--- src/verilog/alu_pkg.sv ---
// Package for the accumulator AND unit: widths, opcodes, states, resets.
// Assumes a single 40 MHz core clock and synchronous reset in the sequencer.
package alu_pkg;
   localparam int ALU_ACC_W = 32;
   localparam int ALU_WORD_W = 16;
   localparam int ALU_ADDR_W = 16;
   localparam int ALU_CNT_W = 6;
   localparam logic [5:0] ALU_CNT_MIN = 6'h01;
   localparam logic [5:0] ALU_CNT_MAX = 6'h20;
   localparam logic [31:0] ALU_ACC_RST = 32'h00000000;
   localparam int ALU_MSB = 31;

   // Operation select
   typedef enum logic [2:0] {
      ALU_OP_WORD = 3'h0,
      ALU_OP_DOUBLE_MEM = 3'h1,
      ALU_OP_DOUBLE_IMM = 3'h2,
      ALU_OP_RUN = 3'h3,
      ALU_OP_STACK = 3'h4
   } alu_op_t;

   // Sequencer states
   typedef enum logic [2:0] {
      ALU_ST_IDLE = 3'h0,
      ALU_ST_LOW = 3'h1,
      ALU_ST_HIGH = 3'h2,
      ALU_ST_BITS = 3'h3,
      ALU_ST_POP = 3'h4,
      ALU_ST_DONE = 3'h5
   } alu_state_t;
endpackage : alu_pkg

--- src/verilog/alu_and_unit.sv ---
// Accumulator AND unit: word, double, bit-run and stack-top conjunctions.
// Assumes word memory, bit memory and stack answer in the same cycle as a request.
//
// Contract
// - Single-word AND: low 16 accumulator bits AND one memory word.
// - Single-word AND sets zero flag when accumulator result is zero.
// - Flags hold only until a later flag-writing operation overwrites them.
// - Double AND: full 32 bits with two memory words or an immediate.
// - Double, run and stack AND set zero flag on zero 32-bit result.
// - Double, run and stack AND set negative flag on negative result.
// - Result counts as negative exactly when its top bit is one.
// - Run AND gathers 1 to 32 consecutive discrete bits from start address.
// - Stack AND combines accumulator with first stack level.
// - Stack AND discards first level, deeper levels move up one.
// - Every stack level holds a full 32-bit value.
module alu_and_unit
   import alu_pkg::*;
(
   input wire logic i_core_clk,
   input wire logic i_srst,
   input wire logic i_ce,
   input wire logic i_start,
   input wire logic [2:0] i_op,
   input wire logic [15:0] i_addr,
   input wire logic [31:0] i_imm,
   input wire logic [5:0] i_count,
   input wire logic i_load,
   input wire logic [31:0] i_load_value,
   input wire logic [15:0] i_mem_rdata,
   input wire logic i_bit_rdata,
   input wire logic [31:0] i_stack_top,
   output logic o_busy,
   output logic o_done,
   output logic [31:0] o_acc,
   output logic o_zero_result_flag,
   output logic o_negative_result_flag,
   output logic o_mem_rd,
   output logic [15:0] o_mem_addr,
   output logic o_bit_rd,
   output logic [15:0] o_bit_addr,
   output logic o_stack_pop
);
   alu_state_t state;
   alu_state_t next_state;
   alu_op_t op;
   logic [31:0] operand;
   logic [5:0] bits_left;
   logic [5:0] bit_idx;
   logic [31:0] result;

   // Timing of the far side
   // Each request stands for one cycle on its strobe
   // The answer must stand in that same cycle
   // It is taken at the edge that ends the request cycle
   // Word form: start, one fetch, then done
   // Double from memory: low word, then high word at address plus one
   // Immediate form: no fetch at all, done one cycle after start
   // Bit run: one bit per cycle, lowest bit first
   // Stack form: top level sampled as the pop strobe rises, then done one cycle later
   // Limitation: no wait states on any far-side answer
   // A slow memory needs a hold-off added in front of this unit
   // Trade-off: bit runs cost one cycle per bit, no wide port needed
   // Counts outside 1..32 are clamped rather than refused
   // Starts while busy are ignored, so the sequencer must watch busy
   // Loads only land while idle and without a start
   // Flags move only at done, never on a load
   // Freeze: clock enable low holds every state and output

   // Count clamped into the legal 1..32 range
   wire logic [5:0] run_len = (i_count < ALU_CNT_MIN) ? ALU_CNT_MIN :
      (i_count > ALU_CNT_MAX) ? ALU_CNT_MAX : i_count;
   wire logic is_word = (op == ALU_OP_WORD);
   wire logic [31:0] word_result = {16'h0000, o_acc[15:0] & operand[15:0]};
   wire logic [31:0] wide_result = o_acc & operand;

   // Next state
   // Undefined opcodes fall back to idle, so nothing is fetched for them
   // Bit run leaves when the last counted bit is being taken
   // Done lasts exactly one cycle before returning to idle
   always_comb
   begin
      next_state = state;
      case (state)
         ALU_ST_IDLE:
         begin
            if (i_start)
            begin
               case (i_op)
                  ALU_OP_WORD: next_state = ALU_ST_LOW;
                  ALU_OP_DOUBLE_MEM: next_state = ALU_ST_LOW;
                  ALU_OP_DOUBLE_IMM: next_state = ALU_ST_DONE;
                  ALU_OP_RUN: next_state = ALU_ST_BITS;
                  ALU_OP_STACK: next_state = ALU_ST_POP;
                  default: next_state = ALU_ST_IDLE;
               endcase
            end
         end
         ALU_ST_LOW: next_state = is_word ? ALU_ST_DONE : ALU_ST_HIGH;
         ALU_ST_HIGH: next_state = ALU_ST_DONE;
         ALU_ST_BITS: next_state = (bits_left == 6'h01) ? ALU_ST_DONE : ALU_ST_BITS;
         ALU_ST_POP: next_state = ALU_ST_DONE;
         ALU_ST_DONE: next_state = ALU_ST_IDLE;
         default: next_state = ALU_ST_IDLE;
      endcase
   end

   assign result = is_word ? word_result : wide_result;

   // State and operand gathering
   // Memory answer is taken at the edge ending its request cycle
   // Operand starts cleared, so short bit runs leave high bits zero
   // Immediate operand is loaded whole at the start edge
   // Bit index wraps at 32, which the count clamp never reaches
   always_ff @(posedge i_core_clk)
   begin
      if (i_srst)
      begin
         state <= ALU_ST_IDLE;
         op <= ALU_OP_WORD;
         operand <= ALU_ACC_RST;
         bits_left <= 6'h00;
         bit_idx <= 6'h00;
      end
      else if (i_ce)
      begin
         state <= next_state;
         if (state == ALU_ST_IDLE && i_start)
         begin
            op <= alu_op_t'(i_op);
            operand <= (i_op == ALU_OP_DOUBLE_IMM) ? i_imm : ALU_ACC_RST;
            bits_left <= run_len;
            bit_idx <= 6'h00;
         end
         if (state == ALU_ST_LOW)
            operand[15:0] <= i_mem_rdata;
         if (state == ALU_ST_HIGH)
            operand[31:16] <= i_mem_rdata;
         if (state == ALU_ST_BITS)
         begin
            operand[bit_idx[4:0]] <= i_bit_rdata;
            bit_idx <= bit_idx + 6'h01;
            bits_left <= bits_left - 6'h01;
         end
         if (state == ALU_ST_POP)
            operand <= i_stack_top;
      end
   end

   // Accumulator, flags and handshake outputs, all registered
   // Read strobes come from next state, so they rise with the state change
   // Hazard: a flag written at done stays valid until the next done
   // Word form keeps the sign flag; only zero is defined for it
   // Addresses step after each taken bit and after the low word only, never before
   // Pop strobe is one cycle wide, so the stack moves exactly once
   always_ff @(posedge i_core_clk)
   begin
      if (i_srst)
      begin
         o_acc <= ALU_ACC_RST;
         o_zero_result_flag <= 1'b0;
         o_negative_result_flag <= 1'b0;
         o_done <= 1'b0;
         o_busy <= 1'b0;
         o_mem_rd <= 1'b0;
         o_mem_addr <= 16'h0000;
         o_bit_rd <= 1'b0;
         o_bit_addr <= 16'h0000;
         o_stack_pop <= 1'b0;
      end
      else if (i_ce)
      begin
         o_done <= 1'b0;
         o_stack_pop <= 1'b0;
         o_busy <= (next_state != ALU_ST_IDLE);
         o_mem_rd <= (next_state == ALU_ST_LOW) || (next_state == ALU_ST_HIGH);
         o_bit_rd <= (next_state == ALU_ST_BITS);
         if (state == ALU_ST_IDLE && i_start)
         begin
            o_mem_addr <= i_addr;
            o_bit_addr <= i_addr;
         end
         if (state == ALU_ST_LOW)
            o_mem_addr <= o_mem_addr + 16'h0001;
         if (state == ALU_ST_BITS)
            o_bit_addr <= o_bit_addr + 16'h0001;
         if (state == ALU_ST_POP)
            o_stack_pop <= 1'b1;
         // Load path from the sequencer, idle only
         if (state == ALU_ST_IDLE && i_load && !i_start)
            o_acc <= i_load_value;
         if (state == ALU_ST_DONE)
         begin
            o_acc <= result;
            o_done <= 1'b1;
            o_zero_result_flag <= (result == ALU_ACC_RST);
            if (!is_word)
               o_negative_result_flag <= result[ALU_MSB];
         end
      end
   end
endmodule : alu_and_unit

--- config.mk ---
export PLATFORM = sky130hd
export DESIGN_NAME = alu_and_unit
export DESIGN_NICKNAME = d
export VERILOG_FILES = /design/src/verilog/alu_pkg.sv /design/src/verilog/alu_and_unit.sv
export SDC_FILE = /design/constraint.sdc
export NUM_CORES = 1
export LEC_CHECK = 0
export BUFFER_PORTS_ARGS = -buffer_cell sky130_fd_sc_hd__buf_2
export CAP_MARGIN = 20
export CORE_ASPECT_RATIO = 1.4
export CORE_MARGIN = 2
export CORE_UTILIZATION = 30
export DETAILED_ROUTE_END_ITERATION = 6
export GPL_TIMING_DRIVEN = 0
export HOLD_SLACK_MARGIN = 0.06
export PLACE_DENSITY_LB_ADDON = 0.05
export SYNTH_ARGS = -nofsm -noshare
export SYNTH_HDL_FRONTEND = slang
export SYNTH_SLANG_ARGS = --single-unit
export TNS_END_PERCENT = 1
--- constraint.sdc ---
create_clock -name i_core_clk -period 1.8 [get_ports i_core_clk]
set_input_delay 0.45 -clock i_core_clk [delete_from_list [all_inputs] [get_ports i_core_clk]]
set_output_delay 0.45 -clock i_core_clk [all_outputs]
set_load 0.02 [all_outputs]
==> results of run 1 <==
[power by group]
group	switching (mW)	internal [mW]	total, mW
Sequential	0.215	2.83	3.04
Combinational	1.08	0.768	1.85
Clock	1.29	2.13	3.42
Total	2.59	5.73	8.32
[through the flow]
step	instances	area (um2)	hold slack, ns	total power [mW]
after floorplan	890	7130	0.444	4.02
final	1451	9840	0.261	8.32
after detailed placement	1408	8580	0.460	4.72
after CTS	1444	9530	0.245	8.28
after global placement	1408	8580	0.456	4.72
after global routing	1451	9840	0.258	8.64
[synth_stat cells (18+ instances only)]
master	number
sky130_fd_sc_hd__o22ai_1	26
sky130_fd_sc_hd__a21oi_1	97
sky130_fd_sc_hd__clkbuf_1	50
sky130_fd_sc_hd__dfxtp_1	120
sky130_fd_sc_hd__a22oi_1	53
sky130_fd_sc_hd__nor2_1	60
sky130_fd_sc_hd__o21ai_0	67
sky130_fd_sc_hd__nand3_1	24
sky130_fd_sc_hd__buf_2	19
sky130_fd_sc_hd__o221ai_1	19
sky130_fd_sc_hd__nand2_1	82
sky130_fd_sc_hd__nor3_1	18
[worst paths after layout]
| check | slack [ns] | from | end | cells past startpoint |
|---|---|---|---|---|
| worst max-delay path | -0.18 | state[0] | operand[30] | 8 |
| worst min-delay path | 0.26 | i_load_value[5] | o_acc[5] | 3 |
| worst max register to register | -0.18 | state[0] | operand[30] | 8 |
| worst min register to register | 0.47 | op[2] | op[2] | 2 |
[final cells by class]
cell class	instances	area, um2
Clock buffer	23	478
Buffer	73	538
Inverter	13	48.8
Tap cell	306	383
Clock inverter	9	97.6
Sequential cell	120	2410
Multi-Input combinational cell	678	4630
Timing Repair Buffer	229	1260
Fill cell	2512	13500
[routing by layer]
| metal | track usage [%] | routed length, um |
|---|---|---|
| met1 | 30.8 | 13500 |
| met2 | 46.7 | 17200 |
| met3 | 4.56 | 1790 |
| met4 | 11.2 | 1250 |
| met5 | 0 | 0 |
[cell families after synthesis]
| kind of cell | after synthesis |
|---|---|
| adders and majority gates | 8 |
| muxes | 3 |
| DFF | 120 |
| buffers and inverters | 92 |
| AOI/OAI and AO/OA | 397 |
| xor gates and xnor gates | 3 |
| and+or+nand+nor | 267 |
[cell usage in the layout (no fill, tap or decap), drive strengths merged, types with 5 or more instances in the layout]
master  count
and3        8
clkinv      6
a222oi     17
a22oi      53
o22ai      37
inv        13
ha          8
nor2       60
a21oi      98
nor3b       8
buf       254
nand2      82
a211oi     17
a21o       11
o21ai      69
and2        8
nor4        5
a21boi     16
nand3      24
dfxtp     120
nand2b     17
a311oi      5
clkbuf     70
a221o      16
o211ai     17
o221ai     19
nor3       19
nand4      11
[sequential cells by signal, indices dropped and copies added, names as in the netlist]
| signal | cells |
|---|---|
| o_mem_rd | 1 |
| state | 3 |
| o_mem_addr | 16 |
| o_negative_result_flag | 1 |
| o_done | 1 |
| operand | 32 |
| o_zero_result_flag | 1 |
| o_busy | 1 |
| bits_left | 6 |
| o_stack_pop | 1 |
| op | 3 |
| o_bit_rd | 1 |
| o_bit_addr | 16 |
| bit_idx | 5 |
| o_acc | 32 |
[worst max-delay path: cells and delay by family, from the launching register on]
family / cells / cell delay, ns
AO/OA/AOI/OAI: 2 / 0.18
buffers and inverters: 4 / 0.64
flip-flops: 1 / 0.31
AND/OR/NAND/NOR: 2 / 0.78
[what timing repair did]
item	CTS	global route
gates cloned	0	3
buffers inserted	10	4
pin swaps	19	41
setup endpoints to repair	120	110
resized for setup	95	71
==> results by stage, run 1 <==
Placed design:
- The setup slack at placement is -0.910 ns.
- The half-perimeter wire length of the detailed placement result is 25800 um.
- At the end of routability-driven placement, the weighted congestion stood at 0.884.
- The number of input and output port buffers inserted is 212.

Flow run:
- Max-cap violations in this run came to 0.

CTS:
- The buffer cell driving the clock tree root is sky130_fd_sc_hd__clkbuf_16.
- The CTS tree is done.
- The clock net in this run drives a total of 120 sinks.
- The clock tree synthesis step divided the H-tree into 4 levels.
- The largest buffer count on any clock path is 2.
- Clock-pin slew was measured on the worst setup and hold paths at 0.06 ns.
- The number of buffers inserted during clock tree synthesis is 17.
- The count of hold-fix buffers inserted at cts is 0.
- The insertion delay of the later-clocked pin in the worst-skew pair is 0.43 ns.

Synthesis:
- The synthesized design spends more area on one cell type than any other, namely sky130_fd_sc_hd__dfxtp_1.
- The async set-or-reset flop fraction in the synthesized netlist is 0%.
- The mean cell area of the mapped netlist is 8.01 um2.
- Synthesis produced a netlist whose cell count is 890.
- The simple-gate share of the synthesized area is 18.9%.
- The count of state elements after synthesis is 120.
- The fraction of synthesized cell area taken by the top area cell type is 33.7%.
- The summed instance area of the synthesized netlist is 7130 um2.
- Counting every net in the synthesized netlist gives 1041.
- The Yosys step of the flow raised 0 warnings.
- For this run, the leading register cell type out of synthesis is sky130_fd_sc_hd__dfxtp_1.
- The number of flops mapped to enable cells by yosys is 0.
- The number of different library cells used by synthesis comes to 64.
- Ranked by total cell area, the synthesized netlist is headed by sky130_fd_sc_hd__dfxtp_1 (34%), sky130_fd_sc_hd__a21oi_1 (6.8%), sky130_fd_sc_hd__a22oi_1 (5.6%), sky130_fd_sc_hd__o21ai_0 (4.7%), sky130_fd_sc_hd__nand2_1 (4.3%).
- The part of the Yosys area used for sequential elements is 33.7%.
- The post-synthesis share of cell area spent on full adders, half adders and majority gates is 1.40%.
- Summing the areas of all compound-gate instances in the mapped netlist gives 39.1% of the synthesized area.
- Of the total synthesized cell area, the portion taken by XOR and XNOR cells is 0.369%.
- Of the post-synthesis cell area, the part taken by muxes is 0.421%.
- After synthesis, the largest family of logic cells by area is compound AO/OA/AOI/OAI gates.

Final layout:
- The fraction of the core area covered by cells at the end of the flow is 42.2%.
- The number of antenna cells inserted is 0.
- The net total in the final layout is 1283.
- Relative to the synthesized area, the layout overhead comes to 38.1%.
- The layout cell share with drive strength beyond 1 is 35.3%.

Timing:
- The number of hold-slack violations in the final timing report is 0.
- Across the routed clock network, the largest skew measured is 0.0101 ns.
- Counting I/O delays and the setup requirement, the final critical path takes 1.98 ns.
- The final setup violation count is 57.
- Setup repair after global routing could not meet its margin everywhere.
- The worst setup slack after layout is -0.183 ns.
- The sum of negative setup slack is -5.93 ns.
- The max-slew violation count came to 0.
- For this run, the top clock speed supported by timing is 504 MHz.
- For the pin with the worst max-slew slack, the measured transition is 0.808 ns.
- Measured against its own limit, the worst slew margin works out to 46.1%.
- The post-route clock period utilization is 110%.

Global routing:
- Summed over all layers, the global routing overflow is 0.
- Across every metal layer, demand over resource in global routing totals 26.3%.
- Entering global routing, the biggest net connects 17 pins.
- The global-route wire length before repair is 49500 um.
- The via count of the first global-routing pass was 8202.
- The initial antenna violation count is 0.

Power:
- For this design the ratio of total power to cell area is 845 nW/um2.
- The largest vdd supply drop is 0.681 mV.
- The leakage power figure is 3.83 nW.

Floorplanning:
- The floorplan step defined a die boundary enclosing 25000 um2.
- The I/O pin count is 214.
- From left edge to right edge, the die measures 134 um.
- The area of the placeable core is 23300 um2.
- The floorplan row count is 66.
- For this configuration, the core starts out at a cell density of 30.6%.
- Measured along the y axis, the die boundary spans 186 um.

Min path:
- The path class of the tightest hold or removal check is in -> reg.

Route:
- The mean number of vias per cell is 5.75.
- The number of vias after detailed routing is 8336.
- Wires add up to 33700 um.
- The routed wirelength normalized by instance count is 23.2 um.
- The starting DRC count in detailed routing is 669.
- In the routed design, unresolved DRC markers number 0.
- The number of detailed-route iterations in the first pass is 5.
- Once detail routing completed, the nets flagged for antenna violations numbered 0.

Critical path:
- The worst setup path is captured at a flip-flop.
- Data on the critical path arrives at its endpoint at 2.33 ns.
- The launching element type of the critical path is a flip-flop.
- The signal on the critical path passes through buf_6, or4b_4, buf_12, nor3b_4, buf_12, clkbuf_16, a21oi_1, o22ai_1.
- The required time at the worst-slack endpoint is 2.15 ns.
- The biggest cell delay along the critical path is 0.54 ns.
- Counting stages on the worst path, the most repeated cell is sky130_fd_sc_hd__buf_12.
- The critical path is of the reg -> reg type.
- Of all nets on the critical path, the largest fanout is 8.
- The critical path's slowest cell is sky130_fd_sc_hd__or4b_4.

Outcome:
- The checks that failed: setup timing.
- The flow ran to the end, but the final reports show violations.
(Power assumes the default switching activity.)
==> run 2: changes to the inputs <==
Settings changed: ABC_AREA set to 1, SLEW_MARGIN set to 40.
==> results by stage, run 2 <==
Route:
- In the detailed route, the total length drawn on met3 is 1770 um.
- In this run the top signal layer used is met4.
- Summed over all nets, wire length on met2 after detailed routing comes to 17100 um.
- The routed wirelength normalized by instance count is 18.7 um.
- The remaining design rule violation count is 0.
- The number of vias after detailed routing is 9299.
- For this block, wires on met1 add up to 13400 um.
- The count of nets left with antenna violations once routing finished came out at 0.
- The mean number of vias per cell is 5.12.
- The starting DRC count in detailed routing is 600.
- The number of detailed-route iterations in the first pass is 5.
- The final layout contains routed wiring with a total length of 33900 um.

Power:
- The power density over cell area is 855 nW/um2.
- The total design power is 8.46 mW.
- The largest vdd supply drop is 0.690 mV.
- Summed over all cells, the static leakage comes to 4.45 nW.

Final layout:
- In the layout the commonest cells are sky130_fd_sc_hd__nand2_1 (306), sky130_fd_sc_hd__buf_2 (220), sky130_fd_sc_hd__a21oi_1 (162).
- The largest registers in the layout are o_acc x32, operand x32.
- In the final layout, the share of cells above drive strength 1 is 21.6%.
- The number of antenna cells inserted is 0.
- The relative area change from synthesis to final layout is 29.9%.
- The most common library cell in the layout ignoring fill and taps is sky130_fd_sc_hd__nand2_1.
- The post-layout instance area is 9890 um2.
- The count of cells in the finished layout, fillers not included, comes to 1815.
- The layout has 2868 filler cells.
- In the final design database the tool counted 1634 nets.

Timing:
- The max-slew violation count is 0.
- Setup repair after global routing could not meet its margin everywhere.
- The number of hold-slack violations in the final timing report is 0.
- After layout, the worst path uses 100% of the clock period.
- The worst-margin pin slew is 0.901 ns.
- Derived from the worst setup path, the maximum achievable clock frequency is 554 MHz.
- The tightest slew margin relative to the limit is 40.0%.
- The clock period minus final worst setup slack is 1.80 ns.
- The final setup violation count is 1.
- The final clock skew is 0.0108 ns.
- The worst setup slack after layout is -0.00422 ns.

Placed design:
- Port buffering added 211 buffers.
- Summing all placed instances gives a cell area of 9070 um2.
- The half-perimeter wire length of the detailed placement result is 26500 um.
- The placer's final routability congestion estimate is 0.900.
- The setup slack at placement is -0.471 ns.
- The number of placed cells counting well taps is 1779.

CTS:
- The H-tree depth reported by CTS is 4.
- The largest buffer count on any clock path is 2.
- TritonCTS built the clock tree.
- The number of sinks driven by the clock tree is 120.
- The later pin in the worst-skew pair is clocked with a latency of 0.43 ns.
- The number of buffers inserted during clock tree synthesis is 17.
- The buffer cell driving the clock tree root is sky130_fd_sc_hd__clkbuf_16.
- The clock-pin slew reported for the worst setup and hold paths after clock tree synthesis is 0.06 ns.
- The count of hold-fix buffers inserted at cts is 0.

Critical path:
- The endpoint of the most critical register-to-register path is o_acc[14].
- The worst-case register-to-register setup slack is -0.004 ns.
- STA classifies the critical path endpoint as a flip-flop.
- The arrival time of the worst setup path is 2.16 ns.
- In this run the worst path has a maximum fanout of 10.
- The count of cells along the worst register-to-register path is 9.
- The launching element type of the critical path is a flip-flop.
- For the worst setup path, the data required time is 2.16 ns.
- The worst reg2reg path startpoint is state[0].
- By startpoint and endpoint, the worst setup path is classified as reg -> reg.

Global routing:
- Entering global routing, the biggest net connects 17 pins.
- The total overflow left after global routing is 0.
- The first global-routing pass estimated 50200 um of wire.
- The initial antenna violation count was 0.
- The total track usage is 24.7%.
- The via count of the first global-routing pass is 9078.

Floorplanning:
- The die covers 26700 um2.
- The horizontal extent of the die is 139 um.
- The I/O pin count is 214.
- The height of the die is 193 um.
- Once the floorplan was initialized, standard cells occupied 30.2% of the core.
- The floorplan row count is 69.
- The area of the placeable core is 25200 um2.

Min path:
- The worst hold path begins at i_load_value[12].
- The endpoint of the worst hold-timing path is o_acc[12].
- The depth of the worst hold-timing path is 3.
- The kind of path behind the tightest hold check is in -> reg.

Synthesis:
- Summing every instance area after synthesis gives 7610 um2.
- The part of the Yosys area used for sequential elements is 31.5%.
- Dividing the synthesized area by the synthesized cell count gives 6.10 um2.
- By count the netlist is led by sky130_fd_sc_hd__nand2_1 (312), sky130_fd_sc_hd__a21oi_1 (163), sky130_fd_sc_hd__o21ai_0 (138).
- The leading cell type by number of instances after synthesis is sky130_fd_sc_hd__nand2_1.
- Sorting the synthesized cells by area gives the leading types as sky130_fd_sc_hd__dfxtp_1 (32%), sky130_fd_sc_hd__nand2_1 (15%), sky130_fd_sc_hd__a21oi_1 (11%), sky130_fd_sc_hd__o21ai_0 (9.1%), sky130_fd_sc_hd__nand3_1 (6.9%).
- For this run, the number of Yosys warnings is 0.
- The count of mapped cells out of synthesis is 1249.
- sky130_fd_sc_hd__dfxtp_1 takes more of the synthesized area than any other cell.
- The async set-or-reset flop fraction in the synthesized netlist is 0%.
- The number of flops mapped to enable cells by yosys is 0.
- Synthesis produced a netlist with a net count of 1400.
- The most instantiated flip-flop cell in the synthesis netlist is sky130_fd_sc_hd__dfxtp_1.
- Synthesis inferred 120 register bits.
- After synthesis, the largest area contributor takes up 31.5% of total cell area.
- Synthesis instantiated 35 different standard cells from the library.

Outcome:
- The run finished, with violations left.
- The checks that failed: setup timing.

Flow run:
- The tool flagged a number of max-cap violations equal to 0.
[run 2: power breakdown]
part | switching, mW | total [mW] | internal (mW)
logic | 1.18 | 1.83 | 0.647
clock network | 1.32 | 3.56 | 2.24
registers | 0.216 | 3.07 | 2.85
[run 2: final cells by class]
type | count | area (um2) | area share [%]
buffer | 68 | 387 | 3.91
sequential | 120 | 2410 | 24.3
multi-input combinational | 942 | 4570 | 46.2
tap | 319 | 399 | 4.04
clock inverter | 9 | 123 | 1.24
inverter | 119 | 452 | 4.57
clock buffer | 23 | 468 | 4.73
timing repair buffer | 215 | 1090 | 11.0
[run 2: metal layers]
layer / up-vias / global-route usage, %
li1: 4634 / -
met1: 4261 / 27.9
met2: 334 / 45.6
met3: 70 / 3.67
met4: 0 / 12.3
met5: - / 0
[run 2: how the worst max path moves through the flow]
stage,start,to,cells after the start
2_1_floorplan,i_ce,bit_idx[4],8
3_3_place_gp,i_ce,bit_idx[4],8
3_5_place_dp,i_ce,bit_idx[4],8
4_1_cts,state[1],o_mem_rd,10
5_1_grt,state[0],o_acc[2],9
6_report,state[0],o_acc[14],9
[run 2: cell families (layout without fill, tap and decap cells)]
kind of cell	count (synthesis)	after routing	synth area share [%]
AO/OA/AOI/OAI	363	363	25.4
flip-flops	120	120	31.5
XOR/XNOR	7	7	0.805
buffers and inverters	187	434	9.79
adder cells (fa/ha/maj)	8	8	1.31
AND/OR/NAND/NOR	564	564	31.2
[run 2: stage by stage]
step                      hold WS (ns)  setup TNS, ns  util [%]
after floorplan                  0.449              0         -
after global placement           0.452         -25.10      36.0
after detailed placement         0.456         -25.66      36.0
after CTS                        0.270        -0.0846      38.9
after global routing             0.286          -2.29      39.2
final                            0.284       -0.00422      39.2
[run 2: repair_timing]
action | 4_1_cts | 5_1_grt
gates resized for setup | 40 | 40
endpoints found under the setup margin | 103 | 112
pin swaps | 3 | 2
setup buffers | 4 | 0
[run 2: worst max-delay path, cell delays in order, from the launching register on]
cell and delay, ns:
sky130_fd_sc_hd__dfxtp_4 0.41, sky130_fd_sc_hd__inv_2 0.08, sky130_fd_sc_hd__nor2_4 0.11, sky130_fd_sc_hd__nand2_4 0.15, sky130_fd_sc_hd__nor2_8 0.20, sky130_fd_sc_hd__inv_2 0.11
sky130_fd_sc_hd__nand2_4 0.17, sky130_fd_sc_hd__buf_6 0.19, sky130_fd_sc_hd__o21ai_0 0.09, sky130_fd_sc_hd__a31oi_1 0.19
